$ cat src/logic/pmc_pkg.sv
// Purpose: shared constants and types of the transceiver power mode control
// Assumes: 125 MHz reference clock, 8-bit register port
// Notes: register codes and bit positions of the chip power state control
package pmc_pkg;

   // ----------------------------------------------------------------
   // register map
   // ----------------------------------------------------------------
   localparam logic [7:0] CSC_ADDR = 8'h00;
   localparam logic [7:0] REGC_ADDR = 8'h0B;
   localparam logic [7:0] STAT_ADDR = 8'h3F;
   localparam logic [7:0] CSC_RESET = 8'h01;
   localparam logic [7:0] REGC_RESET = 8'h07;

   // ----------------------------------------------------------------
   // field positions
   // ----------------------------------------------------------------
   localparam int CSC_STANDBY_BIT = 7;
   localparam int CSC_TXRX_BIT = 5;
   localparam int CSC_HALF_BIT = 4;
   localparam int CSC_RXONLY_BIT = 1;
   localparam int CSC_SUPPLY5V_BIT = 0;
   localparam int STAT_STATE_LSB = 0;
   localparam int STAT_READY_BIT = 3;
   localparam int STAT_REGC_OK_BIT = 4;
   localparam int STAT_WAKE_BIT = 5;
   localparam logic [7:0] REGC_CODE_LOW = 8'h00;
   localparam logic [7:0] REGC_CODE_TX = 8'h07;

   // ----------------------------------------------------------------
   // timing
   // ----------------------------------------------------------------
   localparam int CLK_MHZ = 125;
   localparam int WAKE_WINDOW_US = 100;
   localparam int WAKE_WINDOW_CYC = WAKE_WINDOW_US * CLK_MHZ;
   localparam int SETTLE_US = 200;
   localparam int SETTLE_CYC = SETTLE_US * CLK_MHZ;

   typedef enum logic [2:0] {PWR_OFF, PWR_SLEEP, PWR_START, PWR_WAKE_WAIT, PWR_ACTIVE} pwr_state_t;

   // regulator code that belongs to the selected supply and mode
   function automatic logic [7:0] regc_expected(input logic supply5v, input logic txrx);
      regc_expected = (supply5v || txrx) ? REGC_CODE_TX : REGC_CODE_LOW;
   endfunction

endpackage

$ cat src/logic/pmc_timer_if.sv
// Purpose: load and expiry signals between sequencer and countdown timer
// Assumes: one clock domain
// Notes: load is a one-cycle pulse beside count
`timescale 1ns/1ns
interface pmc_timer_if #(parameter int TW = 16);
   logic load;
   logic [TW-1:0] count;
   logic expired;
   modport ctl (output load, output count, input expired);
   modport tmr (input load, input count, output expired);
endinterface

$ cat src/logic/transceiver_power_mode_control.sv
// Purpose: power state sequencer of an RF transceiver
// Assumes: pins asynchronous to REF_CLK, register port one-cycle strobes
// Notes: mode changes inside the active state take effect in one cycle
//
// What this block does
// - main enable high: regulators, oscillator, host clock
// - wake only: sleep, aux supply and slow clock
// - both pins low: everything off
// - wake rising edge starts supplies like main
// - no main within window: back to off
// - host raises main; device then stays active
// - fast clock only after settle, then ready
// - active sub-mode taken from control register
// - standby bit: tx and rx off, clock runs
// - bits 5 and 1 clear: RF off
// - bit 1 alone: receiver only
// - bit 5: transmitter and receiver on
// - 3.3 V codes, regulator 00 or 07
// - 5 V codes, regulator always 07
// - bit 0 selects 5 V supply, default
`timescale 1ns/1ns
module transceiver_power_mode_control #(
   parameter int SETTLE_CYCLES = pmc_pkg::SETTLE_CYC,
   parameter int WAKE_WINDOW_CYCLES = pmc_pkg::WAKE_WINDOW_CYC,
   parameter int TW = 16
) (
   // clock and reset
   input wire logic REF_CLK,
   input wire logic ARST_N,
   // enable pins
   input wire logic MAIN_EN,
   input wire logic WAKE_EN,
   // register port
   input wire logic [7:0] REG_ADDR,
   input wire logic [7:0] REG_WDATA,
   input wire logic REG_WR,
   input wire logic REG_RD,
   output logic [7:0] REG_RDATA,
   // power controls
   output logic REGULATOR_EN,
   output logic OSC_EN,
   output logic AUX_SUPPLY_EN,
   output logic HOST_CLK_EN,
   output logic HOST_CLK_FAST,
   output logic TX_EN,
   output logic RX_EN,
   output logic TX_HALF_POWER,
   output logic SUPPLY_5V,
   output logic COMM_READY,
   output logic [2:0] POWER_STATE
);

   initial begin
      if (SETTLE_CYCLES < 1 || SETTLE_CYCLES >= (1 << TW)) $error("SETTLE_CYCLES does not fit");
      if (WAKE_WINDOW_CYCLES < 1 || WAKE_WINDOW_CYCLES >= (1 << TW)) $error("WAKE_WINDOW_CYCLES does not fit");
   end

   // ----------------------------------------------------------------
   // reset release
   // ----------------------------------------------------------------
   logic rst_meta_r;
   logic rst_n;

   always_ff @(posedge REF_CLK or negedge ARST_N) begin
      if (!ARST_N) begin
         rst_meta_r <= 1'b0;
         rst_n <= 1'b0;
      end else begin
         rst_meta_r <= 1'b1;
         rst_n <= rst_meta_r;
      end
   end

   // ----------------------------------------------------------------
   // pin sampling
   // ----------------------------------------------------------------
   logic [1:0] pins_s;
   logic main_s;
   logic wake_s;
   logic wake_prev_r;
   logic wake_rise;

   pin_sync #(.W(2)) u_sync (
      .clk(REF_CLK),
      .rst_n(rst_n),
      .d({WAKE_EN, MAIN_EN}),
      .q(pins_s)
   );

   assign main_s = pins_s[0];
   assign wake_s = pins_s[1];
   // a pin already high at reset release counts as a rising edge
   assign wake_rise = wake_s && !wake_prev_r;

   always_ff @(posedge REF_CLK or negedge rst_n) begin
      if (!rst_n) wake_prev_r <= 1'b0;
      else wake_prev_r <= wake_s;
   end

   // ----------------------------------------------------------------
   // sequencer
   // ----------------------------------------------------------------
   pmc_timer_if #(.TW(TW)) tif ();

   countdown_timer #(.TW(TW)) u_timer (
      .clk(REF_CLK),
      .rst_n(rst_n),
      .t(tif)
   );

   pmc_pkg::pwr_state_t state_r;
   pmc_pkg::pwr_state_t state_nxt;
   logic from_wake_r;
   logic from_wake_nxt;
   logic drop_to_sleep;

   // main low: wake level decides between sleep and off
   assign drop_to_sleep = wake_s;

   always_comb begin
      state_nxt = state_r;
      from_wake_nxt = from_wake_r;
      unique case (state_r)
         pmc_pkg::PWR_OFF: begin
            if (main_s) begin
               state_nxt = pmc_pkg::PWR_START;
               from_wake_nxt = 1'b0;
            end else if (wake_rise) begin
               state_nxt = pmc_pkg::PWR_START;
               from_wake_nxt = 1'b1;
            end
         end
         pmc_pkg::PWR_SLEEP: begin
            if (main_s) begin
               state_nxt = pmc_pkg::PWR_START;
               from_wake_nxt = 1'b0;
            end else if (!wake_s) begin
               state_nxt = pmc_pkg::PWR_OFF;
            end
         end
         pmc_pkg::PWR_START: begin
            if (!main_s && !from_wake_r) begin
               state_nxt = drop_to_sleep ? pmc_pkg::PWR_SLEEP : pmc_pkg::PWR_OFF;
            end else if (tif.expired) begin
               state_nxt = main_s ? pmc_pkg::PWR_ACTIVE : pmc_pkg::PWR_WAKE_WAIT;
            end
         end
         pmc_pkg::PWR_WAKE_WAIT: begin
            if (main_s) begin
               state_nxt = pmc_pkg::PWR_ACTIVE;
               from_wake_nxt = 1'b0;
            end else if (tif.expired) begin
               state_nxt = pmc_pkg::PWR_OFF;
            end
         end
         pmc_pkg::PWR_ACTIVE: begin
            if (!main_s) begin
               state_nxt = drop_to_sleep ? pmc_pkg::PWR_SLEEP : pmc_pkg::PWR_OFF;
            end
         end
         default: state_nxt = pmc_pkg::PWR_OFF;
      endcase
   end

   // timer reloads on entry to the settle and wake-window states
   assign tif.load = (state_nxt != state_r) &&
                     (state_nxt == pmc_pkg::PWR_START || state_nxt == pmc_pkg::PWR_WAKE_WAIT);
   assign tif.count = (state_nxt == pmc_pkg::PWR_START) ? TW'(SETTLE_CYCLES) : TW'(WAKE_WINDOW_CYCLES);

   always_ff @(posedge REF_CLK or negedge rst_n) begin
      if (!rst_n) begin
         state_r <= pmc_pkg::PWR_OFF;
         from_wake_r <= 1'b0;
      end else begin
         state_r <= state_nxt;
         from_wake_r <= from_wake_nxt;
      end
   end

   // ----------------------------------------------------------------
   // registers
   // ----------------------------------------------------------------
   logic [7:0] csc_r;
   logic [7:0] regc_r;
   logic [7:0] rdata_r;
   logic ready;
   logic regs_default;
   logic wr_csc;
   logic wr_regc;
   logic regc_ok;
   logic [7:0] status;
   logic [7:0] rd_mux;

   // host writes and reads control registers only once the fast clock is out; status reads any time
   assign ready = (state_r == pmc_pkg::PWR_ACTIVE) || (state_r == pmc_pkg::PWR_WAKE_WAIT);
   // supplies off: register contents are lost and return to defaults
   assign regs_default = (state_r == pmc_pkg::PWR_OFF) || (state_r == pmc_pkg::PWR_SLEEP);
   assign wr_csc = REG_WR && ready && (REG_ADDR == pmc_pkg::CSC_ADDR);
   assign wr_regc = REG_WR && ready && (REG_ADDR == pmc_pkg::REGC_ADDR);

   always_ff @(posedge REF_CLK or negedge rst_n) begin
      if (!rst_n) begin
         csc_r <= pmc_pkg::CSC_RESET;
         regc_r <= pmc_pkg::REGC_RESET;
      end else if (regs_default) begin
         csc_r <= pmc_pkg::CSC_RESET;
         regc_r <= pmc_pkg::REGC_RESET;
      end else begin
         if (wr_csc) csc_r <= REG_WDATA;
         if (wr_regc) regc_r <= REG_WDATA;
      end
   end

   // ----------------------------------------------------------------
   // sub-mode decode
   // ----------------------------------------------------------------
   logic active;
   logic stby;
   logic txrx;
   logic rx_only;
   logic supply5v;

   assign active = (state_r == pmc_pkg::PWR_ACTIVE);
   assign stby = csc_r[pmc_pkg::CSC_STANDBY_BIT];
   assign txrx = !stby && csc_r[pmc_pkg::CSC_TXRX_BIT];
   assign rx_only = !stby && !csc_r[pmc_pkg::CSC_TXRX_BIT] && csc_r[pmc_pkg::CSC_RXONLY_BIT];
   assign supply5v = csc_r[pmc_pkg::CSC_SUPPLY5V_BIT];
   // high when the regulator code belongs to the chosen mode
   assign regc_ok = (regc_r == pmc_pkg::regc_expected(supply5v, txrx));

   assign status = {2'h0, wake_s, regc_ok, ready, 3'(state_r)};
   assign rd_mux = (REG_ADDR == pmc_pkg::STAT_ADDR) ? status :
                   !ready ? 8'h00 :
                   (REG_ADDR == pmc_pkg::CSC_ADDR) ? csc_r :
                   (REG_ADDR == pmc_pkg::REGC_ADDR) ? regc_r : 8'h00;

   always_ff @(posedge REF_CLK or negedge rst_n) begin
      if (!rst_n) rdata_r <= 8'h00;
      else rdata_r <= REG_RD ? rd_mux : 8'h00;
   end

   assign REG_RDATA = rdata_r;

   // ----------------------------------------------------------------
   // power outputs
   // ----------------------------------------------------------------
   logic [8:0] out_nxt;
   logic [8:0] out_r;
   logic on_nxt;
   logic slow_nxt;
   logic fast_nxt;
   logic act_nxt;

   assign on_nxt = (state_nxt == pmc_pkg::PWR_START) || fast_nxt;
   assign slow_nxt = (state_nxt == pmc_pkg::PWR_SLEEP) || (state_nxt == pmc_pkg::PWR_START);
   assign fast_nxt = (state_nxt == pmc_pkg::PWR_ACTIVE) || (state_nxt == pmc_pkg::PWR_WAKE_WAIT);
   assign act_nxt = (state_nxt == pmc_pkg::PWR_ACTIVE);
   // mode 1 and standby leave both RF paths off; clock keeps running
   assign out_nxt = {
      fast_nxt,                                  // ready
      act_nxt && txrx && csc_r[pmc_pkg::CSC_HALF_BIT], // half power
      act_nxt && (txrx || rx_only),
      act_nxt && txrx,
      fast_nxt,                                  // fast clock select
      slow_nxt || fast_nxt,                      // host clock
      slow_nxt || fast_nxt,                      // aux supply
      on_nxt,                                    // oscillator
      on_nxt                                     // regulators
   };

   always_ff @(posedge REF_CLK or negedge rst_n) begin
      if (!rst_n) out_r <= 9'h000;
      else out_r <= out_nxt;
   end

   assign COMM_READY = out_r[8];
   assign TX_HALF_POWER = out_r[7];
   assign RX_EN = out_r[6];
   assign TX_EN = out_r[5];
   assign HOST_CLK_FAST = out_r[4];
   assign HOST_CLK_EN = out_r[3];
   assign AUX_SUPPLY_EN = out_r[2];
   assign OSC_EN = out_r[1];
   assign REGULATOR_EN = out_r[0];
   assign SUPPLY_5V = supply5v;
   assign POWER_STATE = 3'(state_r);

   // ----------------------------------------------------------------
   // checks
   // ----------------------------------------------------------------
   logic [TW-1:0] ww_cnt_r;

   always_ff @(posedge REF_CLK or negedge rst_n) begin
      if (!rst_n) ww_cnt_r <= '0;
      else if (state_r == pmc_pkg::PWR_WAKE_WAIT) ww_cnt_r <= ww_cnt_r + 1'b1;
      else ww_cnt_r <= '0;
   end

   chk_off_quiet: assert property (@(posedge REF_CLK) disable iff (!rst_n)
      (state_r == pmc_pkg::PWR_OFF) |-> (!REGULATOR_EN && !OSC_EN && !AUX_SUPPLY_EN && !HOST_CLK_EN && !TX_EN))
      else $error("power down left a supply or clock on");

   chk_sleep_aux: assert property (@(posedge REF_CLK) disable iff (!rst_n)
      (state_r == pmc_pkg::PWR_SLEEP) |-> (AUX_SUPPLY_EN && HOST_CLK_EN && !HOST_CLK_FAST && !OSC_EN && !RX_EN))
      else $error("sleep outputs wrong");

   chk_main_starts: assert property (@(posedge REF_CLK) disable iff (!rst_n)
      (state_r == pmc_pkg::PWR_OFF && main_s) |=> (state_r == pmc_pkg::PWR_START && REGULATOR_EN && OSC_EN))
      else $error("main enable did not start supplies");

   chk_wake_edge: assert property (@(posedge REF_CLK) disable iff (!rst_n)
      (state_r == pmc_pkg::PWR_OFF && !main_s && wake_rise) |=> (REGULATOR_EN && OSC_EN && from_wake_r))
      else $error("wake edge did not start supplies");

   chk_wake_window: assert property (@(posedge REF_CLK) disable iff (!rst_n)
      ww_cnt_r <= TW'(WAKE_WINDOW_CYCLES))
      else $error("wake window overran");

   chk_main_holds: assert property (@(posedge REF_CLK) disable iff (!rst_n)
      (state_r != pmc_pkg::PWR_OFF && state_r != pmc_pkg::PWR_SLEEP && main_s && tif.expired)
      |=> (state_r == pmc_pkg::PWR_ACTIVE) ##1 (!$past(main_s) || state_r == pmc_pkg::PWR_ACTIVE))
      else $error("device left active with main high");

   chk_fast_after_settle: assert property (@(posedge REF_CLK) disable iff (!rst_n)
      $rose(HOST_CLK_FAST) |-> ($past(tif.expired) && $past(state_r) == pmc_pkg::PWR_START))
      else $error("fast clock before settle");

   chk_standby_off: assert property (@(posedge REF_CLK) disable iff (!rst_n)
      (state_r == pmc_pkg::PWR_ACTIVE && state_nxt == pmc_pkg::PWR_ACTIVE && stby)
      |=> (!TX_EN && !RX_EN && HOST_CLK_FAST))
      else $error("standby left RF on");

   chk_mode1_off: assert property (@(posedge REF_CLK) disable iff (!rst_n)
      (!csc_r[pmc_pkg::CSC_TXRX_BIT] && !csc_r[pmc_pkg::CSC_RXONLY_BIT] && $stable(csc_r)) |-> (!TX_EN && !RX_EN))
      else $error("mode 1 left RF on");

   chk_rx_only: assert property (@(posedge REF_CLK) disable iff (!rst_n)
      (state_r == pmc_pkg::PWR_ACTIVE && state_nxt == pmc_pkg::PWR_ACTIVE && rx_only) |=> (RX_EN && !TX_EN))
      else $error("receive-only mode wrong");

   chk_txrx_on: assert property (@(posedge REF_CLK) disable iff (!rst_n)
      (state_r == pmc_pkg::PWR_ACTIVE && state_nxt == pmc_pkg::PWR_ACTIVE && txrx) |=> (RX_EN && TX_EN))
      else $error("transmit mode wrong");

   chk_reg_code: assert property (@(posedge REF_CLK) disable iff (!rst_n)
      (regc_r == pmc_pkg::REGC_CODE_TX) |-> (regc_ok == (supply5v || txrx)))
      else $error("5 V regulator code flagged");

endmodule

$ cat src/logic/pin_sync.sv
// Purpose: two-flop synchroniser for enable pins
// Assumes: pins are slow levels
// Notes: resets to zero so pins read low after reset
`timescale 1ns/1ns
module pin_sync #(parameter int W = 2) (
   input wire logic clk,
   input wire logic rst_n,
   input wire logic [W-1:0] d,
   output logic [W-1:0] q
);
   logic [W-1:0] meta_r;

   always_ff @(posedge clk or negedge rst_n) begin
      if (!rst_n) begin
         meta_r <= '0;
         q <= '0;
      end else begin
         meta_r <= d;
         q <= meta_r;
      end
   end
endmodule

$ cat src/logic/countdown_timer.sv
// Purpose: one-shot countdown used for settle time and wake window
// Assumes: count is at least 1
// Notes: expired is high from count cycles after load until next load
`timescale 1ns/1ns
module countdown_timer #(parameter int TW = 16) (
   input wire logic clk,
   input wire logic rst_n,
   pmc_timer_if.tmr t
);
   logic [TW-1:0] cnt_r;
   logic run_r;

   initial begin
      if (TW < 2 || TW > 31) $error("countdown_timer: TW out of range");
   end

   assign t.expired = run_r && (cnt_r == '0);

   always_ff @(posedge clk or negedge rst_n) begin
      if (!rst_n) begin
         cnt_r <= '0;
         run_r <= 1'b0;
      end else if (t.load) begin
         cnt_r <= t.count - 1'b1;
         run_r <= 1'b1;
      end else if (run_r && cnt_r != '0) begin
         cnt_r <= cnt_r - 1'b1;
      end
   end
endmodule

$ cat config.mk
export PLATFORM = sky130hd
export DESIGN_NAME = transceiver_power_mode_control
export DESIGN_NICKNAME = d
export VERILOG_FILES = /design/src/logic/pmc_pkg.sv /design/src/logic/pmc_timer_if.sv /design/src/logic/transceiver_power_mode_control.sv /design/src/logic/pin_sync.sv /design/src/logic/countdown_timer.sv
export SDC_FILE = /design/constraint.sdc
export NUM_CORES = 1
export LEC_CHECK = 0
export BUFFER_PORTS_ARGS = -buffer_cell sky130_fd_sc_hd__buf_2
export CAP_MARGIN = 10
export CORE_MARGIN = 2
export CORE_UTILIZATION = 39
export DETAILED_ROUTE_END_ITERATION = 8
export GPL_ROUTABILITY_DRIVEN = 0
export PLACE_DENSITY_LB_ADDON = 0.2
export SYNTH_ARGS = -nofsm -noshare
export SYNTH_HDL_FRONTEND = slang
export SYNTH_HIERARCHICAL = 1
export SYNTH_SLANG_ARGS = --single-unit
$ cat constraint.sdc
create_clock -name REF_CLK -period 2.3 [get_ports REF_CLK]
set_clock_uncertainty 0.05 [all_clocks]
set_input_delay 0.23 -clock REF_CLK [delete_from_list [all_inputs] [get_ports REF_CLK]]
set_output_delay 0.23 -clock REF_CLK [all_outputs]
set_load 0.05 [all_outputs]
==> results.ini, run 1 <==
[status]
outcome = finished, violations left
violations = negative setup slack

[run]
maxCapViolations = 0

[floorplanning]
die_y_um = 95.7
core-area_um2 = 8180
die-area_um2 = 9150
die_w_um = 95.7
initial_core_util = 0.401
ios = 43
rows = 33

[route]
drc = 0
viasPerCell = 5.13
drt_iter0_drc = 123
drt.antenna.violating_nets = 0
dr.pass1.iters = 4
post_drt_wl_per_cell_um = 15.1
routed_wl_um = 8740
route.vias.total = 2970

[pwr]
pwr-share-comb = 0.589
clockPowerShare = 0.165
switching_share = 0.414
power.density_nw_per_um2 = 1200
finalPower_mw = 5.65
ir_worst_vdd_mv = 0.557
power.switching_mw = 2.34
pwr-share-seq = 0.246
intPower_mw = 3.31
p_leak_nw = 2.15

[critical_path]
worstSetupPathType = reg -> reg
arrival_ns = 3.76
end_kind = register
worst_setup_path_start_kind = register
r2r_slack_ns = -1.25
worstPathCellList = nor4_4 -> nand3_2 -> nor3_4 -> nor2b_1 -> o211ai_1 -> o31a_1 -> inv_2 -> or2_4 -> or4b_4 -> a222oi_1 -> buf_4 -> o2111ai_2 -> xor2_1 -> mux2i_1
max_stage_delay_ns = 0.49
worstPathRequired_ns = 2.51
cp_max_fo = 7
critical-path-slowest-cell = or4b_4

[timing]
fin_tns_setup_ns = -16.62
slew_headroom = 0.525
worst_pin_slew_ns = 0.713
timing.final.hold_violations = 0
layout_worst_path_cycle_share = 1.54
fin_crit_ns = 3.55
slew_violations = 0
worst_slack_ns = -1.25
max_freq_mhz = 282
whs_ns = 0.102
rsz0062_at_grt = yes
setup_violations = 17

[cts]
insertion_delay_ns = 0.33
htreeDepth = 3
cts_tree = built
clockBufferDepth = 2
ctsRootBufferMaster = clkbuf_8
path_clk_slew_ns = 0.07
cts.sink_count = 58
numCtsBuffers = 9

[yosys]
synthArstFlopShare = 1.00
syn-mean-instance-area_um2 = 9.99
netlist_instances = 328
ys.flop_type = dfrtp_1
synth_top_area_share = 0.412
ys_types = 66
ys_ff_latch = 58
syn_area_um2 = 3280
yosysTopAreaCell = dfrtp_1
yosys_warnings = 6
synth_edf_count = 0
synth_seq_area_share = 0.444
synth_area_leaders = dfrtp_1 41%, mux2i_1 7.0%, nor2_1 3.5%

[worst_hold_path]
hp-class = in -> reg

[global_route]
grt_max_degree = 57
grt_usage = 0.202
antenna_found_initial = 0
grt_pass1_wl_um = 14100
first_global_vias = 2890
gr-total-overflow = 0

[placed_design]
port_buffers = 42
dp.cells = 550
hpwl_um = 6130
dp_slack_ns = -1.23
placed_area_um2 = 4220

[finish]
area_delta_synth_final_pct = 43.1
fin_cells = 579
drive_gt1_frac = 0.397
nFillCells = 748
final_util = 0.574
design_area_um2 = 4690
multi_input_area_um2 = 1990
final-seq-area_um2 = 1460
num_antenna_cells = 0
nets = 492

-- Yosys cell counts, drive strengths merged (7+ instances only) --
cell type and n:
o2111ai 8, nor2 32, mux2i 23, o21ai 14
buf 10, dfrtp 54, nor3 17, a22oi 9
a21oi 11, inv 7, xor2 12, clkbuf 8
nand3 8, nand2 17
-- cell families after synthesis --
| kind of cell | count (synthesis) | synth area share |
|---|---|---|
| AOI/OAI and AO/OA | 78 | 0.176 |
| adders and majority gates | 1 | 0.00382 |
| DFF | 58 | 0.444 |
| muxes | 24 | 0.0737 |
| xor gates and xnor gates | 18 | 0.0481 |
| and+or+nand+nor | 121 | 0.214 |
| buffers and inverters | 26 | 0.0382 |
| other | 2 | 0.00229 |
-- registers in the layout (all words and copies together) (netlist names) --
signal         count
POWER_STATE        3
from_wake_r        1
u_timer/cnt_r     16
out_r              6
csc_r              8
regc_r             8
u_sync/meta_r      2
REG_RDATA          8
wake_prev_r        1
rst_meta_r         1
u_sync/q           2
rst_n              1
u_timer/run_r      1
-- layer usage --
layer	vias to the layer above	track usage	wire, µm
li1	1472	-	-
met1	1426	0.289	4180
met2	57	0.310	4050
met3	15	0.0348	352
met4	0	0.0655	159
met5	-	0	0
-- final timing paths --
kind / start / endpoint / depth (start not counted)
min reg2reg: rst_n$_DFF_PN0_ / u_timer/cnt_r[11]$_DFFE_PN0P_ / 1
min in group asynchronous: ARST_N / rst_meta_r$_DFF_PN0_ / 2
min: REG_WDATA[6] / csc_r[6]$_DFFE_PN0P_ / 3
max in group asynchronous: rst_n$_DFF_PN0_ / regc_r[0]$_DFFE_PN1P_ / 1
max reg2reg: u_timer/cnt_r[14]$_DFFE_PN0P_ / u_timer/cnt_r[11]$_DFFE_PN0P_ / 14
max: u_timer/cnt_r[14]$_DFFE_PN0P_ / u_timer/cnt_r[11]$_DFFE_PN0P_ / 14
-- worst max-delay path: cells and delay by family (launching register included) --
family / cells / cell delay [ns]
AO/OA/AOI/OAI: 4 / 0.92
buffers and inverters: 2 / 0.29
XOR/XNOR: 1 / 0.16
AND/OR/NAND/NOR: 6 / 1.52
flip-flops: 1 / 0.41
multiplexers: 1 / 0.12
-- power by group through the flow --
| stage | Combinational, mW | Clock, mW | Sequential, mW |
|---|---|---|---|
| global route | 3.59 | 1.02 | 1.42 |
| detailed placement | 2.88 | 0 | 1.39 |
| CTS | 3.07 | 0.959 | 1.38 |
| finish | 3.33 | 0.931 | 1.39 |
| floorplan | 1.63 | 0 | 1.57 |
| global placement | 2.84 | 0 | 1.39 |
-- layout by cell type (no fill, tap or decap), types with 9 or more instances in the layout --
master	n
mux2i_1	21
nor3_1	14
xor2_1	12
buf_2	42
dfrtp_1	52
clkbuf_8	9
nor2_1	28
conb_1	24
nand2_1	15
a21oi_1	10
buf_4	73
o21ai_0	9
-- timing repair --
item	in CTS	in global routing
pin swaps	13	12
resized for setup	14	22
hold buffers	3	0
endpoints found under the hold margin	4	0
buffers inserted	7	3
setup endpoints to repair	17	19
-- cell type report --
| cell class | count | area share |
|---|---|---|
| Clock buffer | 10 | 0.0272 |
| Multi-Input combinational cell | 266 | 0.423 |
| Inverter | 8 | 0.00720 |
| Tap cell | 105 | 0.0280 |
| Timing Repair Buffer | 126 | 0.189 |
| Sequential cell | 58 | 0.311 |
| Clock inverter | 6 | 0.0144 |
Power figures use the tool's default switching activity.
==> inputs of run 2 (changes only) <==
--- a/config.mk
+++ b/config.mk
@@ -10,8 +10,9 @@
 export CORE_MARGIN = 2
 export CORE_UTILIZATION = 39
 export DETAILED_ROUTE_END_ITERATION = 8
-export GPL_ROUTABILITY_DRIVEN = 0
 export PLACE_DENSITY_LB_ADDON = 0.2
+export REMOVE_ABC_BUFFERS = 1
+export SKIP_LAST_GASP = 1
 export SYNTH_ARGS = -nofsm -noshare
 export SYNTH_HDL_FRONTEND = slang
 export SYNTH_HIERARCHICAL = 1
==> run 2 against run 1 <==
Against the previous run:
- critical path depth rose by 2
- sequential power barely moved
- highest routed layer unchanged
- the run still ends with negative setup slack left
- worst setup slack improved by 0.012 ns
- cell area fell by 2.0%
- first-iteration DRC count rose by 59%
- total power fell by 3.9%
- via count rose by 1.7%
- sequential cell count did not move
- clock power rose by 4.9%
==> results.ini, run 2 (synthesis results as in run 1) <==
[critical_path]
worstPathRequired_ns = 2.53
cp_common_cell = buf_4
arrival_ns = 3.76
worstSetupPathType = reg -> reg
worstPathCellList = nor3_1 -> buf_4 -> nand2_2 -> nor3_2 -> buf_4 -> a211o_1 -> a311o_1 -> buf_4 -> or2_4 -> or4b_4 -> a222oi_1 -> buf_4 -> buf_6 -> nor2b_4 -> xnor2_2 -> mux2i_1
crit_family = simple AND/OR/NAND/NOR gates
max_stage_delay_ns = 0.49
worst_setup_path_start_kind = register
critical-path-slowest-cell = or4b_4
end_kind = register
crit_buf_inv = 5
cp_max_fo = 6

[placed_design]
placed_area_um2 = 4170
hpwl_um = 6180
gp_congestion = 0.843
port_buffers = 42

[global_route]
gr-total-overflow = 0
grt_max_degree = 25
first_global_vias = 2977
grt_usage = 0.208
grt_pass1_wl_um = 14200
antenna_found_initial = 0

[route]
drt_iter0_drc = 195
dr.pass1.iters = 4
viasPerCell = 5.23
post_drt_wl_per_cell_um = 15.3
routed_wl_um = 8830
drc = 0
drt.antenna.violating_nets = 0
route.vias.total = 3020

[cts]
numCtsBuffers = 9
path_clk_slew_ns = 0.08
insertion_delay_ns = 0.34
htreeDepth = 3
cts_tree = built
clockBufferDepth = 2
cts.sink_count = 58
ctsRootBufferMaster = clkbuf_8

[timing]
timing.final.hold_violations = 0
rsz0062_at_grt = yes
max_freq_mhz = 283
fin_crit_ns = 3.54
fin_tns_setup_ns = -15.75
slew_violations = 0
worst_slack_ns = -1.24
setup_violations = 17
whs_ns = 0.0917
worst_pin_slew_ns = 0.664
slew_headroom = 0.557
layout_worst_path_cycle_share = 1.54

[finish]
drive_gt1_frac = 0.379
nets = 490
nFillCells = 755
regMostFlops = u_timer/cnt_r
area_delta_synth_final_pct = 40.3
design_area_um2 = 4600
final_common_cell = buf_4
largest_reg_flops = 16
final_util = 0.563
final_cell_mix = 71 x buf_4, 53 x dfrtp_1, 42 x buf_2, 30 x nor2_1, 24 x conb_1
num_antenna_cells = 0

[status]
outcome = finished, violations left
violations = negative setup slack

[worst_hold_path]
hp-class = in -> reg

[floorplanning]
die_w_um = 95.7
die-area_um2 = 9150
ios = 43
die_y_um = 95.7
initial_core_util = 0.401
core-area_um2 = 8180
rows = 33

[pwr]
p_leak_nw = 2.15
power.density_nw_per_um2 = 1180
finalPower_mw = 5.43
ir_worst_vdd_mv = 0.461

[run]
maxCapViolations = 0

==> run 2: report_power, final <==
group	switching [mW]	total, mW	internal [mW]
Clock	0.470	0.977	0.507
Sequential	0.144	1.37	1.23
Combinational	1.65	3.08	1.43
==> run 2: final cells by class <==
cell class                 count  area [µm²]  area share
clock buffer                   9         124      0.0269
clock inverter                 7        76.3      0.0166
sequential                    58        1460       0.317
multi-input combinational    266        1910       0.416
timing repair buffer         124         867       0.189
tap                          105         131      0.0286
inverter                       8        31.3     0.00680
==> run 2: worst reg2reg max path: stages (launching register included) <==
cell,delay [ns]
dfrtp_1,0.36
nor3_1,0.06
buf_4,0.13
nand2_2,0.09
nor3_2,0.05
buf_4,0.14
a211o_1,0.25
a311o_1,0.40
buf_4,0.17
or2_4,0.27
or4b_4,0.49
a222oi_1,0.32
buf_4,0.24
buf_6,0.11
nor2b_4,0.15
xnor2_2,0.07
mux2i_1,0.12
==> run 2: path summary, 6_finish.rpt <==
kind | startpoint | to | slack (ns) | depth (start not counted)
setup / recovery | u_timer/cnt_r[13]$_DFFE_PN0P_ | u_timer/cnt_r[9]$_DFFE_PN0P_ | -1.24 | 16
hold / removal | REG_WDATA[6] | csc_r[6]$_DFFE_PN0P_ | 0.09 | 3
setup reg to reg | u_timer/cnt_r[13]$_DFFE_PN0P_ | u_timer/cnt_r[9]$_DFFE_PN0P_ | -1.24 | 16
hold reg to reg | rst_n$_DFF_PN0_ | regc_r[3]$_DFFE_PN0P_ | 0.12 | 0
max in group asynchronous | rst_n$_DFF_PN0_ | regc_r[2]$_DFFE_PN1P_ | 1.41 | 1
min in group asynchronous | rst_n$_DFF_PN0_ | regc_r[3]$_DFFE_PN0P_ | 0.12 | 0
==> run 2: routing by layer <==
layer | vias to the layer above | part of all wire | track usage
met2 | 77 | 0.49 | 0.339
met4 | 0 | 0.018 | 0.0893
met3 | 14 | 0.062 | 0.0498
li1 | 1475 | - | -
met5 | - | 0 | 0
met1 | 1454 | 0.43 | 0.262
==> run 2: through the flow <==
step	setup slack, ns	std cells
final	-1.24	577
after global placement	-1.37	554
after global routing	-1.44	577
after floorplan	-2.48	332
after detailed placement	-1.40	554
after CTS	-1.27	576
==> run 2: what timing repair did <==
| item | CTS | global route |
|---|---|---|
| hold buffers | 3 | 0 |
| endpoints found under the setup margin | 17 | 19 |
| pin swaps | 11 | 11 |
| hold endpoints to repair | 4 | 0 |
| setup buffers | 3 | 1 |
| gates resized for setup | 29 | 9 |
==> inputs of run 3 (changes only) <==
--- a/config.mk
+++ b/config.mk
@@ -5,13 +5,15 @@
 export SDC_FILE = /design/constraint.sdc
 export NUM_CORES = 1
 export LEC_CHECK = 0
-export BUFFER_PORTS_ARGS = -buffer_cell sky130_fd_sc_hd__buf_2
 export CAP_MARGIN = 10
 export CORE_MARGIN = 2
 export CORE_UTILIZATION = 39
 export DETAILED_ROUTE_END_ITERATION = 8
+export DONT_BUFFER_PORTS = 1
+export GPL_ROUTABILITY_DRIVEN = 1
 export PLACE_DENSITY_LB_ADDON = 0.2
 export REMOVE_ABC_BUFFERS = 1
+export SETUP_SLACK_MARGIN = 0.4
 export SKIP_LAST_GASP = 1
 export SYNTH_ARGS = -nofsm -noshare
 export SYNTH_HDL_FRONTEND = slang
==> run 3 against run 2 <==
Against the previous run:
- the run still ends with negative setup slack left
- clock power about the same
- worst hold slack worse by 0.079 ns
- critical path type unchanged
- maximum frequency grew 0.32%
- worst setup slack improved by 0.011 ns
- critical path depth stayed put
==> results.ini, run 3 (synthesis results as in run 1) <==
[finish]
final_common_cell = buf_4
drive_gt1_frac = 0.392
final_util = 0.599
design_area_um2 = 4900
num_antenna_cells = 0
nets = 485
final_cell_mix = 82 x buf_4, 53 x dfrtp_1, 27 x nor2_1, 24 x conb_1, 23 x buf_6
fin_cells = 572
nFillCells = 659
area_delta_synth_final_pct = 49.4
largest_reg_flops = 16
regMostFlops = u_timer/cnt_r

[floorplanning]
die_w_um = 95.7
core-area_um2 = 8180
die_y_um = 95.7
rows = 33
initial_core_util = 0.401
ios = 43
die-area_um2 = 9150

[timing]
fin_crit_ns = 3.53
worst_pin_slew_ns = 0.870
slew_violations = 0
worst_slack_ns = -1.23
layout_worst_path_cycle_share = 1.53
rsz0062_at_grt = yes
slew_headroom = 0.421
setup_violations = 17
timing.final.hold_violations = 0
max_freq_mhz = 284

[global_route]
first_global_vias = 2990
grt_pass1_wl_um = 14500
antenna_found_initial = 0
grt_usage = 0.211
gr-total-overflow = 0
grt_max_degree = 23

[placed_design]
placed_area_um2 = 3940
dp_slack_ns = -1.36
gp_congestion = 0.855
dp.cells = 509
hpwl_um = 5970
port_buffers = 0

[worst_hold_path]
min_path_cells = 2
holdCritStartpoint = REG_WDATA[1]
hp-class = in -> reg
whs_endpoint = regc_r[1]$_DFFE_PN1P_

[critical_path]
worstSetupPathType = reg -> reg
worstReg2RegEnd = u_timer/cnt_r[10]$_DFFE_PN0P_
arrival_ns = 3.77
r2r_cells = 16
worst_setup_path_start_kind = register
worstPathRequired_ns = 2.54
cp_max_fo = 5
r2r_slack_ns = -1.23
r2r_start = u_timer/cnt_r[14]$_DFFE_PN0P_
end_kind = register

[route]
drc = 0
dr.pass1.iters = 4
route.vias.total = 3103
drt.antenna.violating_nets = 0
drt_iter0_drc = 226
viasPerCell = 5.42
routed_wl_um = 9830
post_drt_wl_per_cell_um = 17.2

[cts]
insertion_delay_ns = 0.35
path_clk_slew_ns = 0.08
numCtsBuffers = 9
cts_tree = built
htreeDepth = 3
clockBufferDepth = 2
ctsRootBufferMaster = clkbuf_8
cts.sink_count = 58

[status]
violations = negative setup slack
outcome = finished, violations left

[pwr]
power.density_nw_per_um2 = 1160
p_leak_nw = 2.17
finalPower_mw = 5.68
ir_worst_vdd_mv = 0.422

[run]
maxCapViolations = 0

run 3: cell types whose count changed in the layout (fill, tap and decap cells not counted), moves of 3 or more:
cell | previous run | this run
nor2_1 | 30 | 27
dlygate4sd3_1 | 3 | 11
o21ai_0 | 11 | 8
buf_6 | 7 | 23
buf_4 | 71 | 82
buf_2 | 42 | 0
run 3: metal layers:
| metal | GRT usage | wire length (µm) |
|---|---|---|
| met4 | 0.0821 | 208 |
| met1 | 0.273 | 4260 |
| met3 | 0.0632 | 644 |
| met5 | 0 | 0 |
| met2 | 0.329 | 4720 |
run 3: worst max-delay path, stage by stage, from the launching register on:
cell and delay (ns):
dfrtp_1 0.40, nor4_2 0.29, nand3_1 0.17, nor3_2 0.15, buf_4 0.15, nor2b_1 0.04
o211ai_1 0.19, a21oi_1 0.13, nor2_4 0.20, buf_4 0.15, mux2i_1 0.20, ha_2 0.23
nor4b_4 0.25, a31oi_1 0.10, or4_1 0.46, mux2i_1 0.18, or3b_1 0.13
run 3: metrics by stage:
step                      TNS [ns]  hold slack (ns)
final                       -17.02           0.0132
after global routing        -20.32           0.0131
after CTS                   -16.74          0.00348
after detailed placement    -17.43           -0.116
after global placement      -16.98           -0.116
after floorplan             -35.66           -0.116
run 3: area by class of cell:
class                      count  area (µm²)  share of cell area
multi-input combinational    267        2060               0.420
sequential                    58        1460               0.298
timing repair buffer         118        1020               0.208
tap                          105         131              0.0268
clock buffer                   9         124              0.0253
clock inverter                 7        77.6              0.0158
inverter                       8        30.0             0.00613
run 3: power breakdown:
part	internal (mW)	leakage, nW	total [mW]	switching (mW)
sequential	1.22	0.720	1.58	0.357
combinational	1.49	1.35	3.12	1.63
clock	0.507	0.0998	0.978	0.471
run 3: worst max-delay path by stage:
stage                                              from                       endpoint
after global routing      u_timer/cnt_r[14]$_DFFE_PN0P_  u_timer/cnt_r[10]$_DFFE_PN0P_
after CTS                 u_timer/cnt_r[15]$_DFFE_PN0P_   u_timer/cnt_r[9]$_DFFE_PN0P_
after floorplan            u_timer/cnt_r[9]$_DFFE_PN0P_  u_timer/cnt_r[10]$_DFFE_PN0P_
final                     u_timer/cnt_r[14]$_DFFE_PN0P_  u_timer/cnt_r[10]$_DFFE_PN0P_
after detailed placement  u_timer/cnt_r[10]$_DFFE_PN0P_   u_timer/cnt_r[6]$_DFFE_PN0P_
after global placement    u_timer/cnt_r[14]$_DFFE_PN0P_  u_timer/cnt_r[10]$_DFFE_PN0P_
run 3: repair_timing:
action / 4_1_cts / 5_1_grt
hold buffers: 11 / 0
hold endpoints to repair: 24 / 0
endpoints found under the setup margin: 26 / 42
gates resized for setup: 33 / 51
setup buffers: 20 / 15
pin swaps: 18 / 23
gates cloned: 0 / 1
